===== src/include/bwb_regs.vh =====
`ifndef BWB_REGS_VH
`define BWB_REGS_VH

// ****************************************
// Short-address configuration registers
// ****************************************
`define BWB_OFS_CARD_PFS     6'h14
`define BWB_OFS_IMAGE_PFS    6'h16
`define BWB_OFS_CARD_WTH     6'h18
`define BWB_OFS_IMAGE_WTH    6'h1a
`define BWB_OFS_SWAP         6'h1e
`define BWB_OFS_OPTION       6'h32
`define BWB_OFS_CONTROL      6'h06
`define BWB_OFS_OFFSET       6'h08
`define BWB_CTRL_ENABLE_BIT  15
`define BWB_IMAGE_MASK       16'h003f
`define BWB_SWAP_MASK        16'h7fff
`define BWB_OFFSET_MASK      16'hf000

// ****************************************
// Cycle kinds and widths
// ****************************************
`define BWB_CYC_SCT          2'h0
`define BWB_CYC_BLT          2'h1
`define BWB_CYC_MBLT         2'h2
`define BWB_CYC_2E           2'h3
`define BWB_W16              1'b0
`define BWB_W32              1'b1

// ****************************************
// Wide window offsets (28 bits)
// ****************************************
`define BWB_WIN_SINGLE       28'h2000000
`define BWB_WIN_SINGLE_END   28'h20fffff
`define BWB_WIN_PAIR         28'h2200000
`define BWB_WIN_QUAD         28'h2400000
`define BWB_WIN_BCAST        28'h2600000
`define BWB_WIN_BCAST_END    28'h261ffff
`define BWB_WIN_COMMON_END   28'h1ffffff
`define BWB_WIN_BLOCK_SHIFT  21

// ****************************************
// Target classes
// ****************************************
`define BWB_TGT_NONE         3'h0
`define BWB_TGT_COMMON       3'h1
`define BWB_TGT_CARD         3'h2
`define BWB_TGT_IMAGE        3'h3

// ****************************************
// Beat counts per 2-bit code
// ****************************************
`define BWB_BEATS_00         7'h01
`define BWB_BEATS_01         7'h08
`define BWB_BEATS_10         7'h10
`define BWB_BEATS_11         7'h40

`endif


===== src/verilog/bwb_fifo.v =====
`timescale 1ns/1ps
`default_nettype none

// ****************************************
// Write data buffer
// ****************************************
module bwb_fifo #(
  parameter WIDTH = 64,
  parameter DEPTH = 8,
  parameter AW    = 3
) (
  input  wire             i_mclk,
  input  wire             i_sys_rst,
  input  wire [WIDTH-1:0] i_data,
  input  wire             i_valid,
  output wire             o_ready,
  output wire [WIDTH-1:0] o_data,
  output wire             o_valid,
  input  wire             i_ready,
  output wire [AW:0]      o_level
);
  reg [WIDTH-1:0] mem_reg [0:DEPTH-1];
  reg [AW:0]      wr_reg;
  reg [AW:0]      rd_reg;
  wire            push;
  wire            pop;

  assign o_level = wr_reg - rd_reg;
  assign o_ready = (o_level != DEPTH[AW:0]);
  assign o_valid = (wr_reg != rd_reg);
  assign o_data  = mem_reg[rd_reg[AW-1:0]];
  assign push    = i_valid && o_ready;
  assign pop     = o_valid && i_ready;

  always @(posedge i_mclk) begin
    if (push) begin
      mem_reg[wr_reg[AW-1:0]] <= i_data;
    end
  end

  always @(posedge i_mclk or posedge i_sys_rst) begin
    if (i_sys_rst) begin
      wr_reg <= {(AW+1){1'b0}};
      rd_reg <= {(AW+1){1'b0}};
    end else begin
      if (push) begin
        wr_reg <= wr_reg + 1'b1;
      end
      if (pop) begin
        rd_reg <= rd_reg + 1'b1;
      end
    end
  end
endmodule

`default_nettype wire


===== src/verilog/bwb_bridge.v =====
// Functional notes
// - Prefetch code gives 1, 8, 16, 64 beats
// - Eight card prefetch fields, card 8 top
// - Beat width follows current cycle width
// - Parallel read uses smallest card prefetch
// - Three image prefetch fields, upper reserved
// - Threshold code gives 1, 8, 16, 64 beats
// - Parallel write uses smallest card threshold
// - Three image threshold fields, upper reserved
// - Swap halves for 32, halfword pairs for 64
// - Swap applies to reads and writes alike
// - Bits 14:11 swap the quad windows
// - Eight bits swap the paired windows
// - Two bits swap images three and two
// - Option code read-only in bits 7:0
// - 256 MB window active once enabled
// - Accept single, block, multiplexed, double-edge cycles
// - Common registers, then eight single-card windows
// - Eight paired windows, no 16-bit cycles
// - Four quad windows, 64-bit cycles only
// - Broadcast window at 0x2600000, writes only
// - Three 64 MB memory image windows
// - Offset bits 15:12 match address 31:28
`timescale 1ns/1ps
`default_nettype none
`include "bwb_regs.vh"

module bwb_bridge #(
  parameter [7:0] OPTION_CODE = 8'h5a, // Arbitrary value, strapped per board build
  parameter       FIFO_DEPTH  = 8
) (
  input  wire        i_mclk,
  input  wire        i_sys_rst,
  input  wire        i_cfg_wr,
  input  wire        i_cfg_rd,
  input  wire [5:0]  i_cfg_addr,
  input  wire [15:0] i_cfg_wdata,
  output reg  [15:0] o_cfg_rdata,
  input  wire        i_cyc_valid,
  output wire        o_cyc_ready,
  input  wire [31:0] i_cyc_addr,
  input  wire [1:0]  i_cyc_kind,
  input  wire        i_cyc_width,
  input  wire        i_cyc_write,
  input  wire [63:0] i_cyc_wdata,
  output reg         o_cyc_done,
  output reg         o_cyc_err,
  output reg  [63:0] o_cyc_rdata,
  output reg  [2:0]  o_tgt_class,
  output reg  [7:0]  o_tgt_cards,
  output reg  [1:0]  o_tgt_image,
  output reg  [22:0] o_tgt_offset,
  output reg         o_tgt_write,
  output reg  [6:0]  o_tgt_prefetch_beats,
  output reg  [6:0]  o_tgt_threshold_beats,
  output reg  [3:0]  o_tgt_beat_bytes,
  output reg         o_tgt_req,
  input  wire        i_tgt_ack,
  input  wire [63:0] i_tgt_rdata,
  output wire [63:0] o_wbuf_data,
  output wire        o_wbuf_valid,
  input  wire        i_wbuf_ready,
  output wire        o_window_enable
);

  // ****************************************
  // Configuration registers
  // ****************************************
  reg [15:0] card_prefetch_depth_reg;
  reg [15:0] image_prefetch_depth_reg;
  reg [15:0] card_write_threshold_reg;
  reg [15:0] image_write_threshold_reg;
  reg [15:0] halfword_swap_control_reg;
  reg [15:0] offset_reg;
  reg        wide_window_enable_reg;

  assign o_window_enable = wide_window_enable_reg;

  always @(posedge i_mclk or posedge i_sys_rst) begin
    if (i_sys_rst) begin
      card_prefetch_depth_reg   <= 16'h0000;
      image_prefetch_depth_reg  <= 16'h0000;
      card_write_threshold_reg  <= 16'h0000;
      image_write_threshold_reg <= 16'h0000;
      halfword_swap_control_reg <= 16'h0000;
      offset_reg                <= 16'h0000;
      wide_window_enable_reg    <= 1'b0;
    end else if (i_cfg_wr) begin
      case (i_cfg_addr)
        `BWB_OFS_CARD_PFS: begin
          card_prefetch_depth_reg <= i_cfg_wdata;
        end
        `BWB_OFS_IMAGE_PFS: begin
          image_prefetch_depth_reg <= i_cfg_wdata & `BWB_IMAGE_MASK;
        end
        `BWB_OFS_CARD_WTH: begin
          card_write_threshold_reg <= i_cfg_wdata;
        end
        `BWB_OFS_IMAGE_WTH: begin
          image_write_threshold_reg <= i_cfg_wdata & `BWB_IMAGE_MASK;
        end
        `BWB_OFS_SWAP: begin
          halfword_swap_control_reg <= i_cfg_wdata & `BWB_SWAP_MASK;
        end
        `BWB_OFS_OFFSET: begin
          offset_reg <= i_cfg_wdata & `BWB_OFFSET_MASK;
        end
        `BWB_OFS_CONTROL: begin
          wide_window_enable_reg <= i_cfg_wdata[`BWB_CTRL_ENABLE_BIT];
        end
        default: begin
        end
      endcase
    end
  end

  // Control is write-only, so it reads back as zero like any unmapped offset
  always @* begin
    case (i_cfg_addr)
      `BWB_OFS_CARD_PFS:   o_cfg_rdata = card_prefetch_depth_reg;
      `BWB_OFS_IMAGE_PFS:  o_cfg_rdata = image_prefetch_depth_reg;
      `BWB_OFS_CARD_WTH:   o_cfg_rdata = card_write_threshold_reg;
      `BWB_OFS_IMAGE_WTH:  o_cfg_rdata = image_write_threshold_reg;
      `BWB_OFS_SWAP:       o_cfg_rdata = halfword_swap_control_reg;
      `BWB_OFS_OPTION:     o_cfg_rdata = {8'h00, OPTION_CODE};
      `BWB_OFS_OFFSET:     o_cfg_rdata = offset_reg;
      default:             o_cfg_rdata = 16'h0000;
    endcase
  end

  // ****************************************
  // Helper functions
  // ****************************************
  function [6:0] beats_of;
    input [1:0] code;
    begin
      case (code)
        2'h0:    beats_of = `BWB_BEATS_00;
        2'h1:    beats_of = `BWB_BEATS_01;
        2'h2:    beats_of = `BWB_BEATS_10;
        default: beats_of = `BWB_BEATS_11;
      endcase
    end
  endfunction

  // Smallest code among selected cards; codes are monotonic in beats
  function [1:0] min_code;
    input [15:0] fields;
    input [7:0]  sel;
    integer      k;
    reg   [1:0]  m;
    begin
      m = 2'h3;
      for (k = 0; k < 8; k = k + 1) begin
        if (sel[k] && (fields[2*k +: 2] < m)) begin
          m = fields[2*k +: 2];
        end
      end
      min_code = m;
    end
  endfunction

  function [63:0] swap_halves;
    input [63:0] d;
    input        wide;
    begin
      if (wide) begin
        swap_halves = {d[47:32], d[63:48], d[15:0], d[31:16]};
      end else begin
        swap_halves = {d[63:32], d[15:0], d[31:16]};
      end
    end
  endfunction

  // ****************************************
  // Address decode
  // ****************************************
  wire [27:0] offs   = i_cyc_addr[27:0];
  wire        is64   = (i_cyc_kind == `BWB_CYC_MBLT) || (i_cyc_kind == `BWB_CYC_2E);
  wire        is16   = !is64 && (i_cyc_width == `BWB_W16);
  wire        hit    = wide_window_enable_reg && (i_cyc_addr[31:28] == offset_reg[15:12]);
  wire [2:0]  pidx   = offs[20:18];
  wire [1:0]  qidx   = offs[20:19];

  reg  [2:0]  dec_class;
  reg  [7:0]  dec_cards;
  reg  [1:0]  dec_image;
  reg         dec_swap;
  reg         dec_bad;

  always @* begin
    dec_class = `BWB_TGT_NONE;
    dec_cards = 8'h00;
    dec_image = 2'h0;
    dec_swap  = 1'b0;
    dec_bad   = 1'b0;
    if (offs <= `BWB_WIN_COMMON_END) begin
      dec_class = `BWB_TGT_COMMON;
    end else if (offs <= `BWB_WIN_SINGLE_END && offs >= `BWB_WIN_SINGLE) begin
      dec_class = `BWB_TGT_CARD;
      dec_cards = 8'h01 << offs[19:17];
    end else if ((offs >> `BWB_WIN_BLOCK_SHIFT) == (`BWB_WIN_PAIR >> `BWB_WIN_BLOCK_SHIFT)) begin
      dec_class = `BWB_TGT_CARD;
      dec_bad   = is16;
      case (pidx)
        3'h0:    dec_cards = 8'h05;
        3'h1:    dec_cards = 8'h0a;
        3'h2:    dec_cards = 8'h50;
        3'h3:    dec_cards = 8'ha0;
        3'h4:    dec_cards = 8'h03;
        3'h5:    dec_cards = 8'h0c;
        3'h6:    dec_cards = 8'h30;
        default: dec_cards = 8'hc0;
      endcase
      // Four-bit index arithmetic, a three-bit difference would wrap for the first two windows
      dec_swap = halfword_swap_control_reg[4'h9 - {1'b0, pidx}];
    end else if ((offs >> `BWB_WIN_BLOCK_SHIFT) == (`BWB_WIN_QUAD >> `BWB_WIN_BLOCK_SHIFT)) begin
      dec_class = `BWB_TGT_CARD;
      dec_bad   = !is64;
      case (qidx)
        2'h0:    dec_cards = 8'h55;
        2'h1:    dec_cards = 8'haa;
        2'h2:    dec_cards = 8'h0f;
        default: dec_cards = 8'hf0;
      endcase
      dec_swap = halfword_swap_control_reg[4'hb + {2'h0, qidx}];
    end else if (offs >= `BWB_WIN_BCAST && offs <= `BWB_WIN_BCAST_END) begin
      dec_class = `BWB_TGT_CARD;
      dec_cards = 8'hff;
      dec_bad   = !i_cyc_write;
    end else if (offs[27:26] != 2'h0) begin
      dec_class = `BWB_TGT_IMAGE;
      dec_image = offs[27:26];
      dec_swap  = (offs[27:26] == 2'h2) ? halfword_swap_control_reg[0] :
                  (offs[27:26] == 2'h3) ? halfword_swap_control_reg[1] : 1'b0;
    end else begin
      dec_bad = 1'b1;
    end
  end

  reg [1:0] pf_code;
  reg [1:0] th_code;
  always @* begin
    if (dec_class == `BWB_TGT_IMAGE) begin
      pf_code = image_prefetch_depth_reg[2*(dec_image-2'h1) +: 2];
      th_code = image_write_threshold_reg[2*(dec_image-2'h1) +: 2];
    end else begin
      pf_code = min_code(card_prefetch_depth_reg, dec_cards);
      th_code = min_code(card_write_threshold_reg, dec_cards);
    end
  end

  // ****************************************
  // Cycle sequencer
  // ****************************************
  localparam ST_IDLE = 2'h0;
  localparam ST_WAIT = 2'h1;

  reg  [1:0]  state_reg;
  reg         swap_reg;
  reg         wide_reg;
  wire        wbuf_ready;
  // Swapping only applies to 32-bit and 64-bit cycles
  wire        swap_now = dec_swap && !is16;
  wire [63:0] wr_data  = swap_now ? swap_halves(i_cyc_wdata, is64) : i_cyc_wdata;
  wire        accept  = i_cyc_valid && (state_reg == ST_IDLE) && hit;

  // A write into a full buffer stalls the master
  assign o_cyc_ready = (state_reg == ST_IDLE) && (!i_cyc_write || wbuf_ready);

  bwb_fifo #(
    .WIDTH (64),
    .DEPTH (FIFO_DEPTH),
    .AW    (3)
  ) u_wbuf (
    .i_mclk    (i_mclk),
    .i_sys_rst (i_sys_rst),
    .i_data    (wr_data),
    .i_valid   (accept && i_cyc_write && !dec_bad && dec_class != `BWB_TGT_NONE),
    .o_ready   (wbuf_ready),
    .o_data    (o_wbuf_data),
    .o_valid   (o_wbuf_valid),
    .i_ready   (i_wbuf_ready),
    .o_level   ()
  );

  always @(posedge i_mclk or posedge i_sys_rst) begin
    if (i_sys_rst) begin
      state_reg             <= ST_IDLE;
      swap_reg              <= 1'b0;
      wide_reg              <= 1'b0;
      o_cyc_done            <= 1'b0;
      o_cyc_err             <= 1'b0;
      o_cyc_rdata           <= 64'h0;
      o_tgt_class           <= `BWB_TGT_NONE;
      o_tgt_cards           <= 8'h00;
      o_tgt_image           <= 2'h0;
      o_tgt_offset          <= 23'h0;
      o_tgt_write           <= 1'b0;
      o_tgt_prefetch_beats  <= `BWB_BEATS_00;
      o_tgt_threshold_beats <= `BWB_BEATS_00;
      o_tgt_beat_bytes      <= 4'h2;
      o_tgt_req             <= 1'b0;
    end else begin
      o_cyc_done <= 1'b0;
      o_cyc_err  <= 1'b0;
      case (state_reg)
        ST_IDLE: begin
          if (accept && o_cyc_ready) begin
            if (dec_bad || dec_class == `BWB_TGT_NONE) begin
              o_cyc_done <= 1'b1;
              o_cyc_err  <= 1'b1;
            end else begin
              o_tgt_class           <= dec_class;
              o_tgt_cards           <= dec_cards;
              o_tgt_image           <= dec_image;
              o_tgt_offset          <= offs[22:0];
              o_tgt_write           <= i_cyc_write;
              o_tgt_prefetch_beats  <= i_cyc_write ? `BWB_BEATS_00 : beats_of(pf_code);
              o_tgt_threshold_beats <= beats_of(th_code);
              o_tgt_beat_bytes      <= is64 ? 4'h8 : (is16 ? 4'h2 : 4'h4);
              o_tgt_req             <= 1'b1;
              swap_reg              <= swap_now;
              wide_reg              <= is64;
              state_reg             <= ST_WAIT;
            end
          end
        end
        ST_WAIT: begin
          if (i_tgt_ack) begin
            o_tgt_req   <= 1'b0;
            o_cyc_done  <= 1'b1;
            o_cyc_rdata <= swap_reg ? swap_halves(i_tgt_rdata, wide_reg) : i_tgt_rdata;
            state_reg   <= ST_IDLE;
          end
        end
        default: begin
          state_reg <= ST_IDLE;
        end
      endcase
    end
  end

  wire unused_ok = &{1'b0, i_cfg_rd};
endmodule

`default_nettype wire


===== config.mk =====
export PLATFORM = sky130hd
export DESIGN_NAME = bwb_bridge
export DESIGN_NICKNAME = d
export VERILOG_FILES = /design/src/verilog/bwb_fifo.v /design/src/verilog/bwb_bridge.v
export VERILOG_INCLUDE_DIRS = /design/src /design/src/include
export SDC_FILE = /design/constraint.sdc
export NUM_CORES = 1
export LEC_CHECK = 0
export BUFFER_PORTS_ARGS = -buffer_cell sky130_fd_sc_hd__buf_2
export CAP_MARGIN = 25
export CORE_UTILIZATION = 40
export CTS_CLUSTER_SIZE = 14
export DETAILED_ROUTE_END_ITERATION = 10
export PLACE_DENSITY = 0.63
export SLEW_MARGIN = 20
export SYNTH_ARGS = -nofsm -noshare
export SYNTH_HDL_FRONTEND = slang
export SYNTH_HIERARCHICAL = 1
export SYNTH_SLANG_ARGS = --single-unit

===== constraint.sdc =====
create_clock -name i_mclk -period 17.95 [get_ports i_mclk]
set_input_delay 3.59 -clock i_mclk [delete_from_list [all_inputs] [get_ports i_mclk]]
set_output_delay 3.59 -clock i_mclk [all_outputs]
set_load 0.1 [all_outputs]

==> impl_metrics.ini <==
[pwr]
power.density_nw_per_um2 = 167
power.static_leakage_nw = 14.0
worst_vdd_rail_ir_drop_mv = 0.116
design_power_total_mw = 6.04

[floorplan]
fp.dieW_um = 279
die-area_sq_um = 77800
ioPinCount = 398
rows = 101
start_util = 0.404
die_h_um = 279
design.core.area_sq_um = 75900

[placement]
dp_hpwl_mm = 50.7
port_buffers = 387
routabilityCongestion = 0.903
postPlaceCellArea_sq_um = 33600

[cells_and_area]
final.fill_count = 6600
max_reg_flops = 512
final_design_area_no_fill_sq_um = 36100
fraction_of_final_layout_cells_sized_beyond_drive_strength_1 = 0.356
design.final.nets = 2594
multiInputGateArea_sq_um = 10000
layout_overhead_on_the_synthesized_area_pct = 17.7
sequential_cell_area_sq_um = 20100

[timing]
finalSetupViolations = 0
clock-skew-final_ns = 0.0218
final_hold_viol_count = 0
worst_slew_pin_slew_ns = 1.03
report.final.slew_viol_count = 0
finalWorstPathRequiredPeriod_ns = 13.36
period_share = 0.744
slew_headroom = 0.311
totalNegativeSetupSlack_ns = 0
rsz0062_at_grt = false
fmax_ghz = 0.0748

[clock_tree]
clkSinkCount = 699
worst_skew_pair_latency_ns = 0.63
clock_tree_from_tritoncts = built
h_tree_levels = 3
clock-root-buffer = clkbuf_16
cts-buffers-inserted = 76
cts_buffer_depth = 3
cts_resized = 0
post_cts_hold_buffer_count = 0
postCtsSetupRepairBufs = 0
cts.reportedPaths.clkPinSlew_ns = 0.06

[worst_setup_path]
regToRegStartpoint = card_write_threshold_reg[1]$_DFFE_PP0P_
cp.arrival_ns = 13.89
cp_common_cell = ha_1
worstRegToRegCells = 41
cp-end-kind = flop
critical_path_class = input port to flop
critical_path_required_time_ns = 18.48
worst_setup_path_start_kind = input port
setup.reg_to_reg.worst_slack_ns = 8.81
worst_path_max_delay_cell = or4b_1
crit_fanout = 14
max_stage_delay_ns = 0.86
rr_endpoint = o_tgt_threshold_beats[4]$_DFFE_PP0P_

[route]
drtAntennaViolNets = 0
first_iter_violations = 1450
drt_first_pass_iters = 6
routed_wire_length_per_instance_um = 22.7
routed_via_density = 5.43
aggregate_routed_wire_length_mm = 79.0
via_count = 18900
remaining_drc_errors = 0

[outcome]
run_status = completed

[global_routing]
grt_pass1_wl_mm = 119
grt.overflow.total = 0
grt_pass1_vias = 19500
antenna_violations_before_repair = 9
maximum_number_of_pins_on_one_net_before_global_route_repair = 118
global_route_usage_over_all_layers = 0.203

[synthesis]
synthesis.area_per_instance_sq_um = 15.3
netlist_instances = 2001
yosys_warnings = 6
syn_area_sq_um = 30700

[hold_path]
whs_path_depth = 2
worst_hold_path_type = flop to flop
terminating_pin_of_the_worst_hold_path = o_tgt_image[0]$_DFFE_PP0P_
min_from = o_tgt_image[0]$_DFFE_PP0P_

[flow_run]
max_cap_violations = 0
## worst max-delay path: cells and delay by family
| family | cells | cell delay (ns) |
|---|---|---|
| adder cells (fa/ha/maj) | 7 | 1.65 |
| multiplexers | 1 | 0.19 |
| AND/OR/NAND/NOR | 17 | 4.30 |
| AO/OA/AOI/OAI | 19 | 3.97 |
| buffers and inverters | 1 | 0.17 |
## where the power goes
part	internal [mW]	switching [mW]
sequential	1.85	0.109
combinational	0.561	2.03
clock	0.848	0.647
## layout make-up
| type | instances | area share |
|---|---|---|
| sequential | 699 | 0.556 |
| clock inverter | 48 | 0.0109 |
| timing repair buffer | 417 | 0.0609 |
| multi-input combinational | 1160 | 0.278 |
| antenna | 3 | 0.000208 |
| inverter | 27 | 0.00295 |
| clock buffer | 93 | 0.0556 |
| tap | 1030 | 0.0357 |
## layer usage
| layer | up-vias | wire, um | track usage |
|---|---|---|---|
| met5 | - | 54 | 0 |
| met1 | 9729 | 32800 | 0.259 |
| met3 | 113 | 4160 | 0.0376 |
| met2 | 566 | 40200 | 0.351 |
| li1 | 8465 | - | - |
| met4 | 8 | 1750 | 0.0571 |
## worst max path at each step
stage	start	end	slack, ns
floorplan	i_cyc_addr[26]	u_wbuf/mem_reg[2][0]$_DFFE_PP_	4.97
global placement	i_cyc_addr[27]	o_tgt_threshold_beats[3]$_DFFE_PP0P_	4.35
detailed placement	i_cyc_addr[27]	o_tgt_threshold_beats[4]$_DFFE_PP0P_	4.11
CTS	i_cyc_addr[27]	o_tgt_threshold_beats[4]$_DFFE_PP0P_	4.73
global route	i_cyc_addr[27]	o_tgt_threshold_beats[4]$_DFFE_PP0P_	3.64
finish	i_cyc_addr[27]	o_tgt_threshold_beats[4]$_DFFE_PP0P_	4.59
## cells in the final DEF (no fill, tap or decap), types with 20 or more instances in the layout
cell type  count
mux2i_1       73
mux4_2       132
edfxtp_1     512
mux2_2       152
a21oi_1       88
clkbuf_16     77
nand2_1      248
clkinv_1      20
inv_1         24
buf_4         27
buf_2        387
nor3_1        23
dfrtp_1      180
nor2_1       107
o21ai_0       31
## metrics by stage
step / util / setup slack [ns] / std cells / hold WS, ns
4_1_cts: 0.474 / 4.73 / 3472 / 0.483
3_5_place_dp: 0.443 / 4.11 / 3331 / 0.469
2_1_floorplan: - / 4.97 / 2008 / 0.491
5_1_grt: 0.475 / 3.64 / 3477 / 0.510
6_report: 0.475 / 4.59 / 3477 / 0.476
3_3_place_gp: 0.443 / 4.35 / 3331 / 0.464
Power figures use the tool's default switching activity.
